$ cat src/ibus_pkg.sv
// Function
// - Own address accepted only in range 0 to 30.
// - Address retained; fall back to 3 when stored value is lost.
// - Addressable mode with controller: act as talker and listener.
// - Output-only mode transmits only, never listens.
// - Command bytes decoded apart from text data.
// - Every byte under ATN is an interface command.
// - Universal clear drops errors, pending work and both buffers.
// - EOI with listener and no ATN marks last data byte.
// - Trigger while listening aborts and restarts measurement.
// - Go-to-local while listening returns local, lockout kept.
// - Interface clear unaddresses talker and listener, goes idle.
// - Listen address matching own address makes listener.
// - Talk address matching own address makes talker.
// - Lockout in remote disables local key and panel keys.
// - Remote enable release: go local, clear lockout.
// - Null command byte has no effect.
// - Remote enable asserted: enter remote, obey commands as listener.
// - Selected clear while listener acts like universal clear.
// - Poll enable: talker sends status byte instead of data.
// - Poll disable: leave poll state, send data again.
// - Unlisten drops listener; only together with all listeners.
// - Untalk or other talk address drops talker.
// - Service request asserted when an enabled status bit is true.
// - Never respond to parallel poll.
// - Local key returns local only when lockout is inactive.
package ibus_pkg;
	// ************************************************************
	// Command encodings
	// ************************************************************
	localparam logic [7:0] CMD_NULL = 8'h00;
	localparam logic [7:0] CMD_GO_LOCAL = 8'h01;
	localparam logic [7:0] CMD_SEL_CLEAR = 8'h04;
	localparam logic [7:0] CMD_TRIGGER = 8'h08;
	localparam logic [7:0] CMD_LOCKOUT = 8'h11;
	localparam logic [7:0] CMD_DEV_CLEAR = 8'h14;
	localparam logic [7:0] CMD_POLL_ON = 8'h18;
	localparam logic [7:0] CMD_POLL_OFF = 8'h19;
	localparam logic [7:0] CMD_UNLISTEN = 8'h3f;
	localparam logic [7:0] CMD_UNTALK = 8'h5f;
	localparam logic [2:0] GRP_LISTEN = 3'h1;
	localparam logic [2:0] GRP_TALK = 3'h2;
	localparam int GRP_HI = 7;
	localparam int GRP_LO = 5;
	// ************************************************************
	// Address, data width and buffer depth settings
	// ************************************************************
	localparam logic [4:0] ADDR_MAX = 5'h1e;
	localparam logic [4:0] ADDR_DEFAULT = 5'h03;
	localparam int DATA_W = 8;
	localparam int FIFO_DEPTH = 8;
	// Bus byte with end flag
	typedef struct packed {
		logic eoi;
		logic [7:0] data;
	} bus_byte_s;
endpackage : ibus_pkg

$ cat src/ibus_fifo.sv
`timescale 1ns/1ps
`default_nettype none
module ibus_fifo #(
	parameter int WIDTH = 9,
	parameter int DEPTH = 8
) (
	// Clock and control
	input wire logic core_clk,
	input wire logic reset,
	input wire logic clkEn,
	input wire logic flush,
	// Fill side
	input wire logic inValid,
	output logic inReady,
	input wire logic [WIDTH-1:0] inData,
	// Drain side
	output logic outValid,
	input wire logic outReady,
	output logic [WIDTH-1:0] outData
);
	localparam int AW = $clog2(DEPTH);
	logic [WIDTH-1:0] mem [DEPTH];
	logic [AW-1:0] wrPtr;
	logic [AW-1:0] rdPtr;
	logic [AW:0] count;
	logic doWr;
	logic doRd;
	// Handshake terms
	assign inReady = (count != (AW+1)'(DEPTH));
	assign outValid = (count != '0);
	assign outData = mem[rdPtr];
	assign doWr = inValid && inReady;
	assign doRd = outValid && outReady;
	// Storage
	always_ff @(posedge core_clk) begin
		if (clkEn && doWr) begin
			mem[wrPtr] <= inData;
		end
	end
	// Pointers; flush empties at once
	always_ff @(posedge core_clk) begin
		if (reset || (clkEn && flush)) begin
			wrPtr <= '0;
			rdPtr <= '0;
			count <= '0;
		end else if (clkEn) begin
			if (doWr) begin
				wrPtr <= (wrPtr == AW'(DEPTH-1)) ? '0 : wrPtr + 1'b1;
			end
			if (doRd) begin
				rdPtr <= (rdPtr == AW'(DEPTH-1)) ? '0 : rdPtr + 1'b1;
			end
			count <= count + (AW+1)'(doWr) - (AW+1)'(doRd);
		end
	end
endmodule : ibus_fifo
`default_nettype wire

$ cat src/ibus_iface.sv
`timescale 1ns/1ps
`default_nettype none
module ibus_iface #(
	parameter int FIFO_DEPTH = ibus_pkg::FIFO_DEPTH
) (
	// Clock, reset, enable
	input wire logic core_clk,
	input wire logic reset,
	input wire logic clkEn,
	// Configuration
	input wire logic [4:0] cfgAddr,
	input wire logic cfgAddrValid,
	input wire logic talkOnly,
	// Bus side
	input wire logic atn,
	input wire logic ren,
	input wire logic ifc,
	input wire logic byteValid,
	input wire ibus_pkg::bus_byte_s busByte,
	// Front panel
	input wire logic localKey,
	// Status for service request
	input wire logic [7:0] statusBits,
	input wire logic [7:0] statusEnable,
	// Data drain to instrument
	output logic dataValid,
	input wire logic dataReady,
	output ibus_pkg::bus_byte_s dataByte,
	output logic inReady,
	// State outputs
	output logic [4:0] myAddr,
	output logic listener,
	output logic talker,
	output logic remote,
	output logic lockout,
	output logic pollMode,
	output logic sendStatus,
	output logic srq,
	output logic ppResponse,
	output logic clearPulse,
	output logic triggerPulse,
	output logic lastByte
);
	// ************************************************************
	// Command decode
	// ************************************************************
	typedef enum logic [1:0] {
		ST_IDLE = 2'b00,
		ST_ACTIVE = 2'b01
	} if_state_e;
	if_state_e state;
	logic cmdStrobe;
	logic dataStrobe;
	logic [7:0] cmd;
	logic isListenAddr;
	logic isTalkAddr;
	logic addrHit;
	logic doClear;
	logic fifoInReady;
	logic fifoValid;
	logic [8:0] fifoData;
	logic next_remote;
	assign cmd = busByte.data;
	// Under ATN every byte is a command, never data
	assign cmdStrobe = byteValid && atn;
	assign dataStrobe = byteValid && !atn && listener && !talkOnly;
	assign isListenAddr = cmd[ibus_pkg::GRP_HI:ibus_pkg::GRP_LO] ==
		ibus_pkg::GRP_LISTEN;
	assign isTalkAddr = cmd[ibus_pkg::GRP_HI:ibus_pkg::GRP_LO] ==
		ibus_pkg::GRP_TALK;
	assign addrHit = cmd[4:0] == myAddr;
	assign doClear = cmdStrobe && (cmd == ibus_pkg::CMD_DEV_CLEAR ||
		(cmd == ibus_pkg::CMD_SEL_CLEAR && listener));
	// Address store; bad or lost value falls back to default
	always_ff @(posedge core_clk) begin
		if (reset) begin
			myAddr <= ibus_pkg::ADDR_DEFAULT;
		end else if (clkEn) begin
			if (!cfgAddrValid || cfgAddr > ibus_pkg::ADDR_MAX) begin
				myAddr <= ibus_pkg::ADDR_DEFAULT;
			end else begin
				myAddr <= cfgAddr;
			end
		end
	end
	// Interface state: idle after clear until next command
	always_ff @(posedge core_clk) begin
		if (reset) begin
			state <= ST_IDLE;
		end else if (clkEn) begin
			case (state)
				ST_IDLE: begin
					if (cmdStrobe && !ifc) begin
						state <= ST_ACTIVE;
					end
				end
				ST_ACTIVE: begin
					if (ifc) begin
						state <= ST_IDLE;
					end
				end
				default: begin
					state <= ST_IDLE;
				end
			endcase
		end
	end
	// Listener addressing; output-only never listens
	always_ff @(posedge core_clk) begin
		if (reset) begin
			listener <= 1'b0;
		end else if (clkEn) begin
			if (ifc || talkOnly) begin
				listener <= 1'b0;
			end else if (cmdStrobe) begin
				if (cmd == ibus_pkg::CMD_UNLISTEN) begin
					listener <= 1'b0;
				end else if (isListenAddr && addrHit) begin
					listener <= 1'b1;
				end
			end
		end
	end
	// Talker addressing; output-only is always talking
	always_ff @(posedge core_clk) begin
		if (reset) begin
			talker <= 1'b0;
		end else if (clkEn) begin
			if (talkOnly) begin
				talker <= 1'b1;
			end else if (ifc) begin
				talker <= 1'b0;
			end else if (cmdStrobe) begin
				if (cmd == ibus_pkg::CMD_UNTALK) begin
					talker <= 1'b0;
				end else if (isTalkAddr) begin
					talker <= addrHit;
				end
			end
		end
	end
	// Remote follows enable; non-null commands when listening
	always_comb begin
		next_remote = remote;
		if (!ren) begin
			next_remote = 1'b0;
		end else if (cmdStrobe && cmd == ibus_pkg::CMD_GO_LOCAL &&
			listener) begin
			next_remote = 1'b0;
		end else if (localKey && !lockout) begin
			next_remote = 1'b0;
		end else if (cmdStrobe && listener &&
			cmd != ibus_pkg::CMD_NULL) begin
			next_remote = 1'b1;
		end else if (cmdStrobe && isListenAddr && addrHit) begin
			next_remote = 1'b1;
		end
	end
	always_ff @(posedge core_clk) begin
		if (reset) begin
			remote <= 1'b0;
		end else if (clkEn) begin
			remote <= next_remote;
		end
	end
	// Lockout cleared only by release of remote enable
	always_ff @(posedge core_clk) begin
		if (reset) begin
			lockout <= 1'b0;
		end else if (clkEn) begin
			if (!ren) begin
				lockout <= 1'b0;
			end else if (cmdStrobe && cmd == ibus_pkg::CMD_LOCKOUT) begin
				lockout <= 1'b1;
			end
		end
	end
	// Serial poll state
	always_ff @(posedge core_clk) begin
		if (reset) begin
			pollMode <= 1'b0;
			sendStatus <= 1'b0;
		end else if (clkEn) begin
			if (ifc || (cmdStrobe && cmd == ibus_pkg::CMD_POLL_OFF)) begin
				pollMode <= 1'b0;
			end else if (cmdStrobe && cmd == ibus_pkg::CMD_POLL_ON) begin
				pollMode <= 1'b1;
			end
			sendStatus <= next_poll_talk(pollMode, talker);
		end
	end
	function automatic logic next_poll_talk(input logic p, input logic t);
		next_poll_talk = p && t;
	endfunction : next_poll_talk
	// Event pulses and service request
	always_ff @(posedge core_clk) begin
		if (reset) begin
			clearPulse <= 1'b0;
			triggerPulse <= 1'b0;
			srq <= 1'b0;
			ppResponse <= 1'b0;
			lastByte <= 1'b0;
		end else if (clkEn) begin
			clearPulse <= doClear;
			triggerPulse <= cmdStrobe && listener &&
				cmd == ibus_pkg::CMD_TRIGGER;
			srq <= |(statusBits & statusEnable);
			ppResponse <= 1'b0;
			lastByte <= dataStrobe && busByte.eoi;
		end
	end
	// ************************************************************
	// Input buffer
	// ************************************************************
	// Clear flushes pending bytes; the drain can stall to fill it
	ibus_fifo #(
		.WIDTH(9),
		.DEPTH(FIFO_DEPTH)
	) u_fifo (
		.core_clk(core_clk),
		.reset(reset),
		.clkEn(clkEn),
		.flush(doClear || ifc),
		.inValid(dataStrobe),
		.inReady(fifoInReady),
		.inData(busByte),
		.outValid(fifoValid),
		.outReady(dataReady && !dataValid),
		.outData(fifoData)
	);
	// Output stage registered
	always_ff @(posedge core_clk) begin
		if (reset) begin
			dataValid <= 1'b0;
			dataByte <= '0;
			inReady <= 1'b0;
		end else if (clkEn) begin
			inReady <= fifoInReady && !talkOnly;
			if (doClear) begin
				dataValid <= 1'b0;
			end else if (!dataValid && fifoValid && dataReady) begin
				dataValid <= 1'b1;
				dataByte <= fifoData;
			end else if (dataValid) begin
				dataValid <= 1'b0;
			end
		end
	end
	// ************************************************************
	// Checks
	// ************************************************************
	property p_talkonly_no_listen;
		@(posedge core_clk) disable iff (reset)
		talkOnly && clkEn |=> !listener;
	endproperty
	a_talkonly_no_listen: assert property (p_talkonly_no_listen)
		else $error("listener set in output-only mode");
	property p_untalk;
		@(posedge core_clk) disable iff (reset)
		clkEn && cmdStrobe && cmd == ibus_pkg::CMD_UNTALK && !talkOnly
		|=> !talker;
	endproperty
	a_untalk: assert property (p_untalk)
		else $error("talker kept after untalk");
	property p_ifc;
		@(posedge core_clk) disable iff (reset)
		clkEn && ifc && !talkOnly |=> !listener && !talker;
	endproperty
	a_ifc: assert property (p_ifc)
		else $error("addressing kept after interface clear");
	property p_ren_off;
		@(posedge core_clk) disable iff (reset)
		clkEn && !ren |=> !remote && !lockout;
	endproperty
	a_ren_off: assert property (p_ren_off)
		else $error("remote kept after enable release");
	property p_gtl_lock;
		@(posedge core_clk) disable iff (reset)
		clkEn && ren && lockout && cmdStrobe |=> lockout;
	endproperty
	a_gtl_lock: assert property (p_gtl_lock)
		else $error("lockout lost on command");
	property p_srq;
		@(posedge core_clk) disable iff (reset)
		clkEn && |(statusBits & statusEnable) |=> srq;
	endproperty
	a_srq: assert property (p_srq)
		else $error("service request missing");
	property p_pp;
		@(posedge core_clk) disable iff (reset)
		1'b1 |=> !ppResponse;
	endproperty
	a_pp: assert property (p_pp)
		else $error("parallel poll response driven");
	property p_addr;
		@(posedge core_clk) disable iff (reset)
		clkEn |=> myAddr <= ibus_pkg::ADDR_MAX;
	endproperty
	a_addr: assert property (p_addr)
		else $error("address out of range");
	property p_clear;
		@(posedge core_clk) disable iff (reset)
		clkEn && doClear |=> clearPulse && !dataValid;
	endproperty
	a_clear: assert property (p_clear)
		else $error("clear not applied");
	property p_listen_addr;
		@(posedge core_clk) disable iff (reset)
		clkEn && cmdStrobe && isListenAddr && addrHit &&
		!ifc && !talkOnly |=> listener;
	endproperty
	a_listen_addr: assert property (p_listen_addr)
		else $error("own listen address not taken");
	property p_talk_hit;
		@(posedge core_clk) disable iff (reset)
		clkEn && cmdStrobe && isTalkAddr && addrHit &&
		!ifc && !talkOnly |=> talker;
	endproperty
	a_talk_hit: assert property (p_talk_hit)
		else $error("own talk address not taken");
	property p_talk_other;
		@(posedge core_clk) disable iff (reset)
		clkEn && cmdStrobe && isTalkAddr && !addrHit &&
		!ifc && !talkOnly |=> !talker;
	endproperty
	a_talk_other: assert property (p_talk_other)
		else $error("talker kept after another talk address");
	property p_trigger;
		@(posedge core_clk) disable iff (reset)
		clkEn && cmdStrobe && listener &&
		cmd == ibus_pkg::CMD_TRIGGER |=> triggerPulse;
	endproperty
	a_trigger: assert property (p_trigger)
		else $error("trigger not raised while listening");
	property p_sel_clear_idle;
		@(posedge core_clk) disable iff (reset)
		clkEn && cmdStrobe && !listener &&
		cmd == ibus_pkg::CMD_SEL_CLEAR |=> !clearPulse;
	endproperty
	a_sel_clear_idle: assert property (p_sel_clear_idle)
		else $error("selected clear taken while not listening");
	property p_null;
		@(posedge core_clk) disable iff (reset)
		clkEn && cmdStrobe && cmd == ibus_pkg::CMD_NULL && ren &&
		!ifc && !talkOnly && !localKey
		|=> $stable(listener) && $stable(talker) && $stable(remote) &&
		$stable(lockout) && $stable(pollMode);
	endproperty
	a_null: assert property (p_null)
		else $error("null command changed state");
	property p_go_local;
		@(posedge core_clk) disable iff (reset)
		clkEn && cmdStrobe && listener &&
		cmd == ibus_pkg::CMD_GO_LOCAL |=> !remote;
	endproperty
	a_go_local: assert property (p_go_local)
		else $error("remote kept after go-to-local");
	property p_key_free;
		@(posedge core_clk) disable iff (reset)
		clkEn && localKey && !lockout |=> !remote;
	endproperty
	a_key_free: assert property (p_key_free)
		else $error("local key ignored without lockout");
	property p_last_byte;
		@(posedge core_clk) disable iff (reset)
		clkEn && dataStrobe && busByte.eoi |=> lastByte;
	endproperty
	a_last_byte: assert property (p_last_byte)
		else $error("end flag not marked");
	property p_poll_talk;
		@(posedge core_clk) disable iff (reset)
		clkEn && pollMode && talker |=> sendStatus;
	endproperty
	a_poll_talk: assert property (p_poll_talk)
		else $error("status byte not selected in poll");
	property p_ifc_idle;
		@(posedge core_clk) disable iff (reset)
		clkEn && ifc |=> state == ST_IDLE;
	endproperty
	a_ifc_idle: assert property (p_ifc_idle)
		else $error("interface not idle after clear");
	c_listen: cover property (@(posedge core_clk) disable iff (reset)
		!listener ##1 listener);
	c_poll: cover property (@(posedge core_clk) disable iff (reset)
		sendStatus);
	c_trig: cover property (@(posedge core_clk) disable iff (reset)
		triggerPulse);
	c_full: cover property (@(posedge core_clk) disable iff (reset)
		!fifoInReady);
endmodule : ibus_iface
`default_nettype wire

$ cat config.mk
export PLATFORM = sky130hd
export DESIGN_NAME = ibus_iface
export DESIGN_NICKNAME = d
export VERILOG_FILES = /design/src/ibus_pkg.sv /design/src/ibus_fifo.sv /design/src/ibus_iface.sv
export SDC_FILE = /design/constraint.sdc
export NUM_CORES = 1
export LEC_CHECK = 0
export CORE_ASPECT_RATIO = 1.5
export CORE_MARGIN = 3
export CORE_UTILIZATION = 30
export DETAILED_ROUTE_END_ITERATION = 8
export DONT_BUFFER_PORTS = 1
export MAX_ROUTING_LAYER = met4
export SLEW_MARGIN = 10
export SYNTH_ARGS = -nofsm -noshare
export SYNTH_HDL_FRONTEND = slang
export SYNTH_HIERARCHICAL = 1
export SYNTH_SLANG_ARGS = --single-unit
export TNS_END_PERCENT = 1
$ cat constraint.sdc
create_clock -name core_clk -period 2.5 [get_ports core_clk]
set_input_delay 0.25 -clock core_clk [delete_from_list [all_inputs] [get_ports core_clk]]
set_output_delay 0.25 -clock core_clk [all_outputs]
set_load 0.05 [all_outputs]
# [Yosys cells after proc, flatten, opt, wreduce, memory -nomap -nowiden]
# Memory sizes are Yosys's and may differ from the RTL's. A register that Yosys moved wholly into a read port is not among the register bits.
# Index checks and enable logic that the tools add are counted.
[totals] ff_bits=27 latch_bits=0 ramBits=72 mem_bits_ro=0 in_bits=41 elab_cells=121 mem_count=1
[mem_list] memory="u_fifo.mem" depth=8 width=9 read_ports=1 rd_ports_with_merged_regs=1 wr=1 line="ibus_fifo.sv:22" source="logic [WIDTH-1:0] mem [DEPTH];"
[op_classes] n_addsub=4 n_mul=0 div=0 order_cmp=1 n_eq_ne=17 shifts=0 muxes=25 bitwise=2 reduce_logical=55
[op_table] cell="8-bit by 5-bit equality test with 1-bit output (second input constant)" count=4
[op_table] cell="1-bit logical AND" count=28
[op_table] cell="1-bit 2-to-1 mux" count=22
[op_table] cell="2-bit AND reduction" count=5
[op_table] cell="3-bit AND reduction" count=3
[op_table] cell="8-bit AND" count=1
[op_table] cell="8-bit by 1-bit equality test with 1-bit output (second input constant)" count=1
[op_table] cell="8-bit by 3-bit equality test with 1-bit output (second input constant)" count=1
[op_table] cell="8-bit by 4-bit equality test with 1-bit output (second input constant)" count=1
[op_table] cell="8-bit by 6-bit equality test with 1-bit output (second input constant)" count=1
[op_table] cell="8-bit by 7-bit equality test with 1-bit output (second input constant)" count=1
[op_table] cell="4-bit nonzero test" count=2
[op_table] cell="8-bit nonzero test" count=1
[op_table] cell="8-bit OR reduction" count=1
[op_table] cell="3-bit by 1-bit adder with 3-bit output (second input constant)" count=2
[op_table] cell="3-bit equality test (second input constant)" count=2
[op_table] cell="1-bit logical OR" count=6
[op_table] cell="3-bit 2-to-1 mux" count=2
[op_table] cell="3-bit nonzero test" count=2
[op_table] cell="5-bit equality test" count=1
[op_table] cell="5-bit > comparator (second input constant)" count=1
[op_table] cell="1-bit zero test" count=5
[op_table] cell="5-bit 2-to-1 mux" count=1
[op_table] cell="5-bit by 1-bit inequality test with 1-bit output (second input constant)" count=1
[op_table] cell="8 further kinds" count=9

# [Longest topological paths before layout]
# Gate-level depths: netlist (run 1).
[logic_depth] depth_word=8 mapped_depth=13 mapped_depth_nobuf=13

# [Cells and area by module]
# Netlist (run 1), hierarchy kept.
[modules_own_cells] module="ibus_fifo" n_inst=1 cells_per_inst=190 area_per_inst_um2=3519.6 seq_area_each_um2=2422.3
[modules_own_cells] module="ibus_iface" n_inst=1 cells_per_inst=143 area_per_inst_um2=1283.7 seq_area_each_um2=520.5

# [Least setup slack after synthesis (run 1)]
# OpenSTA, ideal clock, no wires.
[synth_timing] kind="reg2reg" from="register listener" to="memory u_fifo.mem[0][0] (enable)" arrival_time_ns=2.480 required_time_ns=2.101 path_slack_ns=-0.379 path_stages_with_launch=4 n_path_buf=0 period_less_slack_ns=2.879 path_cell_list="dfxtp_1 -> nor4bb_1 -> nand3_1 -> nor4_1"
[synth_via] elab_chain_len=6
[synth_rtl] element="start, declared" line="ibus_iface.sv:32" source="output logic listener,"
[synth_rtl] element="start signal, assigned" line="ibus_iface.sv:111" source="listener <= 1'b0;"
[synth_rtl] element="start signal, assigned" line="ibus_iface.sv:114" source="listener <= 1'b0;"
[synth_rtl] element="start signal, assigned" line="ibus_iface.sv:117" source="listener <= 1'b0;"
[synth_rtl] element="1-bit logical AND (2 in a row)" line="ibus_iface.sv:66" source="assign dataStrobe = byteValid && !atn && listener && !talkOnly;"
[synth_rtl] element="via dataStrobe" line="ibus_iface.sv:53" source="logic dataStrobe;"
[synth_rtl] element="1-bit logical AND" line="ibus_fifo.sv:32" source="assign doWr = inValid && inReady;"
[synth_rtl] element="1-bit logical AND" line="ibus_fifo.sv:36" source="if (clkEn && doWr) begin"
[synth_rtl] element="1-bit 2-to-1 mux" line="ibus_fifo.sv:36"
[synth_rtl] element="1-bit 2-to-1 mux (implied by the code)" line="ibus_fifo.sv:37" source="mem[wrPtr] <= inData;"
[synth_rtl] element="end, declared" line="ibus_fifo.sv:22"
# The timed path passes the listed nets, and every way through them passes these cells.

# [Worst setup path after layout (run 1)]
[layout_timing] from="register u_fifo.count[2]" to="register u_fifo.count[2]"
[layout_via] elab_cells_between_ends=6 classes_between="add/sub (2); eq/ne (1); reduce/logical (3)"
[layout_rtl] element="start, declared" line="ibus_fifo.sv:25" source="logic [AW:0] count;"
[layout_rtl] element="start signal, assigned" line="ibus_fifo.sv:53" source="count <= count + (AW+1)'(doWr) - (AW+1)'(doRd);"
[layout_rtl] element="4-bit nonzero test" line="ibus_fifo.sv:30" source="assign outValid = (count != '0);"
[layout_rtl] element="via fifoValid" line="ibus_iface.sv:60" source="logic fifoValid;"
[layout_rtl] element="1-bit logical AND" line="ibus_fifo.sv:33" source="assign doRd = outValid && outReady;"
[layout_rtl] element="4-bit by 1-bit subtractor with 4-bit output" line="ibus_fifo.sv:53"
# The timed path passes the listed nets, and every way through them passes these cells.
# A chain may end at the register's enable or synchronous reset.

==> results of run 1 <==
[worst max-delay path, delay by kind of cell (launching register included)]
family                   cells  cell delay (ns)
buffers and inverters        4             0.26
flip-flops                   1             0.32
AND/OR/NAND/NOR              3             0.39
XOR/XNOR                     1             0.14
adder cells (fa/ha/maj)      4             0.97
multiplexers                 1             0.13
[area by class of cell]
type                    instances  share of cell area, %
clock buffers                  12                   4.67
well taps                     203                   4.61
multi-input cells             199                   31.8
clock inverters                 4                  0.340
repair buffers                 29                   4.54
flip-flops and latches        111                   53.4
inverters                       9                  0.613
[state kept, by name (all words and copies together), names as in the netlist, 3 cells and up, named ones only]
signal        cells
dataByte          9
myAddr            5
u_fifo/count      4
u_fifo/mem       72
u_fifo/rdPtr      3
u_fifo/wrPtr      3
[cells by family after synthesis]
kind of cell,Yosys count
adder cells (fa/ha/maj),11
multiplexers,39
AND/OR/NAND/NOR,94
XOR/XNOR,6
AO/OA/AOI/OAI,48
buffers and inverters,23
other,1
flip-flops,111
[final timing paths]
kind	to	slack [ns]
worst max-delay path	u_fifo/count[2]$_SDFFE_PP0P_	0.18
worst min-delay path	myAddr[0]$_SDFFE_PP1P_	0.04
worst max register to register	u_fifo/count[2]$_SDFFE_PP0P_	0.18
worst min register to register	u_fifo/count[3]$_SDFFE_PP0P_	0.50
[timing repair]
| action | CTS | global route |
|---|---|---|
| resized for setup | 0 | 3 |
| endpoints found under the hold margin | 94 | 0 |
| hold buffers | 13 | 0 |
| endpoints found under the setup margin | 0 | 2 |
[layer usage]
metal / global-route usage (%) / up-vias / routed length, um
li1: - / 1353 / -
met1: 15.2 / 1403 / 4340
met2: 20.8 / 102 / 5400
met3: 3.84 / 14 / 757
met4: 4.54 / 0 / 167
met5: - / - / 0
[per-stage QoR]
step                hold slack [ns]  area (sq um)
detailed placement            0.328          5100
global placement              0.327          5100
finish                       0.0419          5510
floorplan                     0.349          4820
CTS                          0.0378          5500
global route                 0.0571          5510
[power groups by stage]
stage | sequential, mW | combinational, mW | clock, mW
global placement | 2.08 | 0.221 | 0
CTS | 2.04 | 0.267 | 1.39
floorplan | 2.08 | 0.184 | 0
detailed placement | 2.08 | 0.226 | 0
finish | 2.04 | 0.271 | 1.36
global route | 2.04 | 0.300 | 1.47
[cells in the final DEF, fill, tap and decap left out, types with 3 or more instances in the layout]
| cell type | Yosys | routed |
|---|---|---|
| a211oi_1 | 4 | 4 |
| nand4_1 | 4 | 4 |
| inv_1 | 8 | 7 |
| mux2_2 | 9 | 9 |
| nor2_1 | 29 | 29 |
| a21oi_1 | 18 | 18 |
| nand3b_1 | 3 | 3 |
| and4b_1 | 3 | 3 |
| nand2b_1 | 6 | 6 |
| o21ai_0 | 8 | 8 |
| dfxtp_1 | 39 | 38 |
| nand2_1 | 12 | 12 |
| ha_1 | 10 | 10 |
| xor2_1 | 4 | 4 |
| clkbuf_16 | 0 | 10 |
| buf_4 | 2 | 16 |
| nor3_1 | 5 | 5 |
| clkinv_1 | 1 | 3 |
| mux2i_1 | 12 | 12 |
| edfxtp_1 | 72 | 72 |
| dlygate4sd3_1 | 0 | 13 |
| nand3_1 | 9 | 9 |
| mux4_1 | 18 | 18 |
| and2_1 | 4 | 4 |
==> metrics, run 1 <==
max cap viols 0; largest family of logic cells by synthesized area multiplexers; Post-Route WL 10700 um; leakage power 1.85 nW; Avg Cell Area, Syn 14.4 sq um; GR Overflow Total 0; Net Count, Synth about 390; number of synthesized register bits 111; Crit-path slowest cell fa_1; CTS sink count between 100 and 150; I/O pin count 68; Final Power approximately 3.7 mW; Vias/cell about 5.1; Nets between 400 and 500; leading area contributor after synthesis edfxtp_1; slew margin rel. 36.6%; Root Buffer clkbuf_16; Die Span Y 161 um; cts bufs inserted 9; via count 2872; Hold Crit Class in2reg; Post-synth EDFFs just over 70; combinational fraction of design power between 7 and 8%; Yosys top cell area share 45.0%; Area Overhead vs Synth 14.8%; sequential-to-total area share from yosys stat 61.3%; Initial DRT Pass Iterations 7; Clk network pwr share 37.0%; gp weighted congestion 0.744; synthesized instance count 333; hold path depth 2; Post-Synth Simple-Gate Area 10.8%; Post-synth top cells edfxtp_1, dfxtp_1, nor2_1; outcome complete, no violations; kind of critical path reg2reg; Total Routing Usage GR 12.9%; fin crit share 92.8%; post-synthesis async set-or-reset flop share 0%; Synth Area in Compound Gates around 6.6%; YS warnings 6; library cells used by synthesis 58; Net Sw Power just over 0.8 mW; Multi-input gate area 1760 sq um; Worst Reg-to-Reg Cells 13; Post-Route Skew 0.0110 ns; TNS Setup 0 ns; number of setup buffers added after CTS 0; largest net degree at the start of global routing 33; Die Span X 109 um; Slew Limit Fails 0; critical-path maximum fanout 3; Core Footprint 15700 sq um; Worst Max-Slew Pin Slew about 0.95 ns; fin crit period 2.32 ns; Post-Syn Area ~4800 sq um; XOR/XNOR Fraction of Synth Area 1.09%; register area 2940 sq um; DP Worst Slack 0.0852 ns; fmax roughly 430 MHz; Req. time, crit path 2.73 ns; Detailed Route Iter0 Violations 134; DRC errors left 0; CTS tree yes; layout cells sized above 1 13.7%; Finished Core Util about a third; input/output buffers 0; dpl cells around 540; first-pass GRT wire length 16500 um; switch share 22.7%; Worst Hold Launch clkEn; clock slew at reported path FFs 0.07 ns; multiplexer share of the synthesized area 14.5%; Cell Chain, Critical Path inv_2 > ha_1 > nor3b_4 > inv_1 > and2_1 > ha_1 > inv_1 > ha_1 > inv_1 > fa_1 > xnor2_1 > mux2i_1 > nor2_1; Final Hold Viols 0; crit path from u_fifo/count[2]$_SDFFE_PP0P_; RSZ-0062 raised after global routing no; Post-Layout Cell Count 567; ANT cells 0; synth top area cells edfxtp_1, dfxtp_1, mux4_1; Routed Antenna Nets 0; Max Buffers Root-to-Sink 2; Die Area about 18000 sq um; number of global-route vias before repair 2972; Routed wire per std cell about 19 um; WP data arrival between 2 and 3 ns; initial antenna violation count 0; Initial Utilization 30.6%; Peak VDD IR 333 uV; Top FF cell, synth edfxtp_1; CP peak stage delay roughly 0.38 ns; count leader, synth edfxtp_1; Reg power frac 55.6%; # rows 56; reg2reg start u_fifo/count[2]$_SDFFE_PP0P_; worst skew pair latency between 0.3 and 0.4 ns; crit start category flop; hpwl dp approximately 7000 um; final worst setup slack 0.179 ns; PwrDens 665 nW/um^2; H-Tree Depth 3; Post-Synth Adder-Cell Area just over 3%; filler cell count 1517; final setup violation count 0; Internal ~2.8 mW; Critical Path Sink Type flop
Power figures use the tool's default switching activity.
==> run 2, diff against run 1 <==
- ABC_AREA: unset -> 1
- SLEW_MARGIN: 10 -> 20
==> run 2 against run 1 <==
Clock-buffer cell count fell by 1. Combinational power rose by 32%. Sequential cell count unchanged. Largest power group unchanged.
==> metrics, run 2 <==
Hold Crit Class in2reg; TNS Setup 0 ns; synthesized instance count 562; largest net degree at the start of global routing 37; gp weighted congestion 0.823; r2r setup slk ~0.31 ns; Die Span X ~110 um; fin crit share ~87%; via count 3869; synth top area cells edfxtp_1, dfxtp_1, nand2_1; Area Overhead vs Synth 12.3%; Post-synth top cells nand2_1, nor2_1, edfxtp_1; crit start category flop; Root Buffer clkbuf_16; Final Hold Viols 0; Net Count, Synth 614; Slew Limit Fails 0; post-synthesis async set-or-reset flop share 0%; commonest cells after routing, fill and taps aside nand2_1, nor2_1, edfxtp_1, inv_1, dfxtp_1; final setup violation count 0; Max Buffers Root-to-Sink 2; hpwl dp approximately 8500 um; slew margin rel. 53.6%; library cells used by synthesis 35; # rows 58; Total Routing Usage GR 14.0%; Yosys top cell area share 42.0%; max reg flops 72; fmax 457 MHz; Post-Layout Cell Count 797; fin crit period 2.19 ns; max cap viols 0; RSZ-0062 raised after global routing no; initial antenna violation count 2; outcome complete, no violations; number of global-route vias before repair 3774; layout cells sized above 1 between 8 and 9%; CTS-repair resized insts 0; number of setup buffers added after CTS 0; filler cell count about 1700; Initial Utilization a little under a third; Post-synth EDFFs 72; WP data arrival 2.43 ns; Core Footprint 16800 sq um; clock slew at reported path FFs 0.08 ns; Reg with most FFs u_fifo/mem; cts hold-fix bufs 11; H-Tree Depth 3; Worst Max-Slew Pin Slew around 0.69 ns; Detailed Route Iter0 Violations 235; leakage power 2.28 nW; Vias/cell 4.85; CTS sink count roughly 110; Top FF cell, synth edfxtp_1; Critical Path Sink Type flop; leading area contributor after synthesis edfxtp_1; YS warnings 6; first-pass GRT wire length 19900 um; input/output buffers 0; Post-Route Skew 0.00892 ns; Avg Cell Area, Syn 9.17 sq um; DRC errors left 0; Nets ~630; Routed Antenna Nets 0; kind of critical path reg2reg; Die Area 18800 sq um; count leader, synth nand2_1; worst skew pair latency 0.35 ns; critical-path maximum fanout 4; cts bufs inserted 9; Initial DRT Pass Iterations 4; Post-Syn Area 5150 sq um; PwrDens 674 nW/um^2; sequential-to-total area share from yosys stat between 50% and 60%; Routed wire per std cell roughly 16 um; CTS tree yes; most common cell after layout, fill and taps aside nand2_1; Post-Route WL 12600 um; Die Span Y 167 um; dpl cells just under 800; number of synthesized register bits around 110; Req. time, crit path 2.74 ns; Peak VDD IR 342 uV; GR Overflow Total 0; top flop regs u_fifo/mem: 72 flops, dataByte: 9 flops, myAddr: 5 flops; I/O pin count slightly below 70
## run 2: cell types whose count changed after synthesis, sizes merged, moves of 6 or more
| cell | previous run | this run |
|---|---|---|
| buf | 10 | 19 |
| a21oi | 18 | 33 |
| nand2 | 12 | 115 |
| nor2 | 29 | 114 |
| nand2b | 6 | 0 |
| nand3b | 3 | 10 |
| mux2i | 12 | 0 |
| nor3 | 7 | 13 |
| mux4 | 18 | 0 |
| nand3 | 9 | 17 |
| mux2 | 9 | 0 |
| inv | 8 | 44 |
| o21ai | 8 | 51 |
## run 2: layout make-up
| type | count | area (sq um) | area share, % |
|---|---|---|---|
| Clock inverter | 5 | 33.8 | 0.584 |
| Clock buffer | 11 | 275 | 4.76 |
| Inverter | 45 | 174 | 3.01 |
| Timing Repair Buffer | 29 | 245 | 4.24 |
| Sequential cell | 111 | 2940 | 50.9 |
| Antenna cell | 1 | 2.50 | 0.0433 |
| Tap cell | 210 | 263 | 4.54 |
| Multi-Input combinational cell | 385 | 1850 | 31.9 |
## run 2: metrics by stage
stage	hold slack, ns	cell area (sq um)	worst slack (ns)	util (%)	total power [mW]
3_5_place_dp	0.326	5360	0.334	31.9	2.45
6_report	0.0283	5780	0.313	34.4	3.90
3_3_place_gp	0.325	5360	0.426	31.9	2.44
2_1_floorplan	0.319	5150	0.0489	-	2.40
4_1_cts	0.0174	5780	0.319	34.3	3.94
5_1_grt	0.0327	5780	0.161	34.4	4.06
## run 2: power by group
part           leakage, nW  internal [mW]  switching (mW)
sequential           0.965           1.98           0.102
clock                0.157          0.802           0.654
combinational         1.15          0.131           0.227
## run 2: logic make-up after synthesis
group	Yosys count	synth area share, %
compound gates	91	9.37
xor+xnor	7	1.19
fa+ha+maj	11	2.82
buf+inv	66	7.02
flops	111	57.1
other cells	1	0.0728
simple gates	275	22.4
## run 2: worst paths after layout
check | start | end | cells past startpoint
hold / removal | cfgAddr[0] | myAddr[0]$_SDFFE_PP1P_ | 2
setup reg to reg | u_fifo/count[2]$_SDFFE_PP0P_ | u_fifo/count[2]$_SDFFE_PP0P_ | 11
setup / recovery | u_fifo/count[2]$_SDFFE_PP0P_ | u_fifo/count[2]$_SDFFE_PP0P_ | 11
hold reg to reg | u_fifo/count[0]$_SDFFE_PP0P_ | u_fifo/count[0]$_SDFFE_PP0P_ | 2
## run 2: routing by layer
| metal | track usage, % | routed length, um |
|---|---|---|
| met1 | 15.0 | 4780 |
| met4 | 7.58 | 485 |
| met5 | - | 0 |
| met3 | 2.84 | 587 |
| met2 | 24.1 | 6790 |
## run 2: worst max-delay path, cell delays in order (launching register included)
cell      delay [ns]
dfxtp_1         0.33
inv_1           0.09
ha_1            0.22
a21boi_0        0.19
ha_1            0.25
inv_1           0.05
ha_1            0.18
inv_1           0.06
fa_1            0.38
xnor2_1         0.14
o21ai_1         0.13
inv_1           0.06
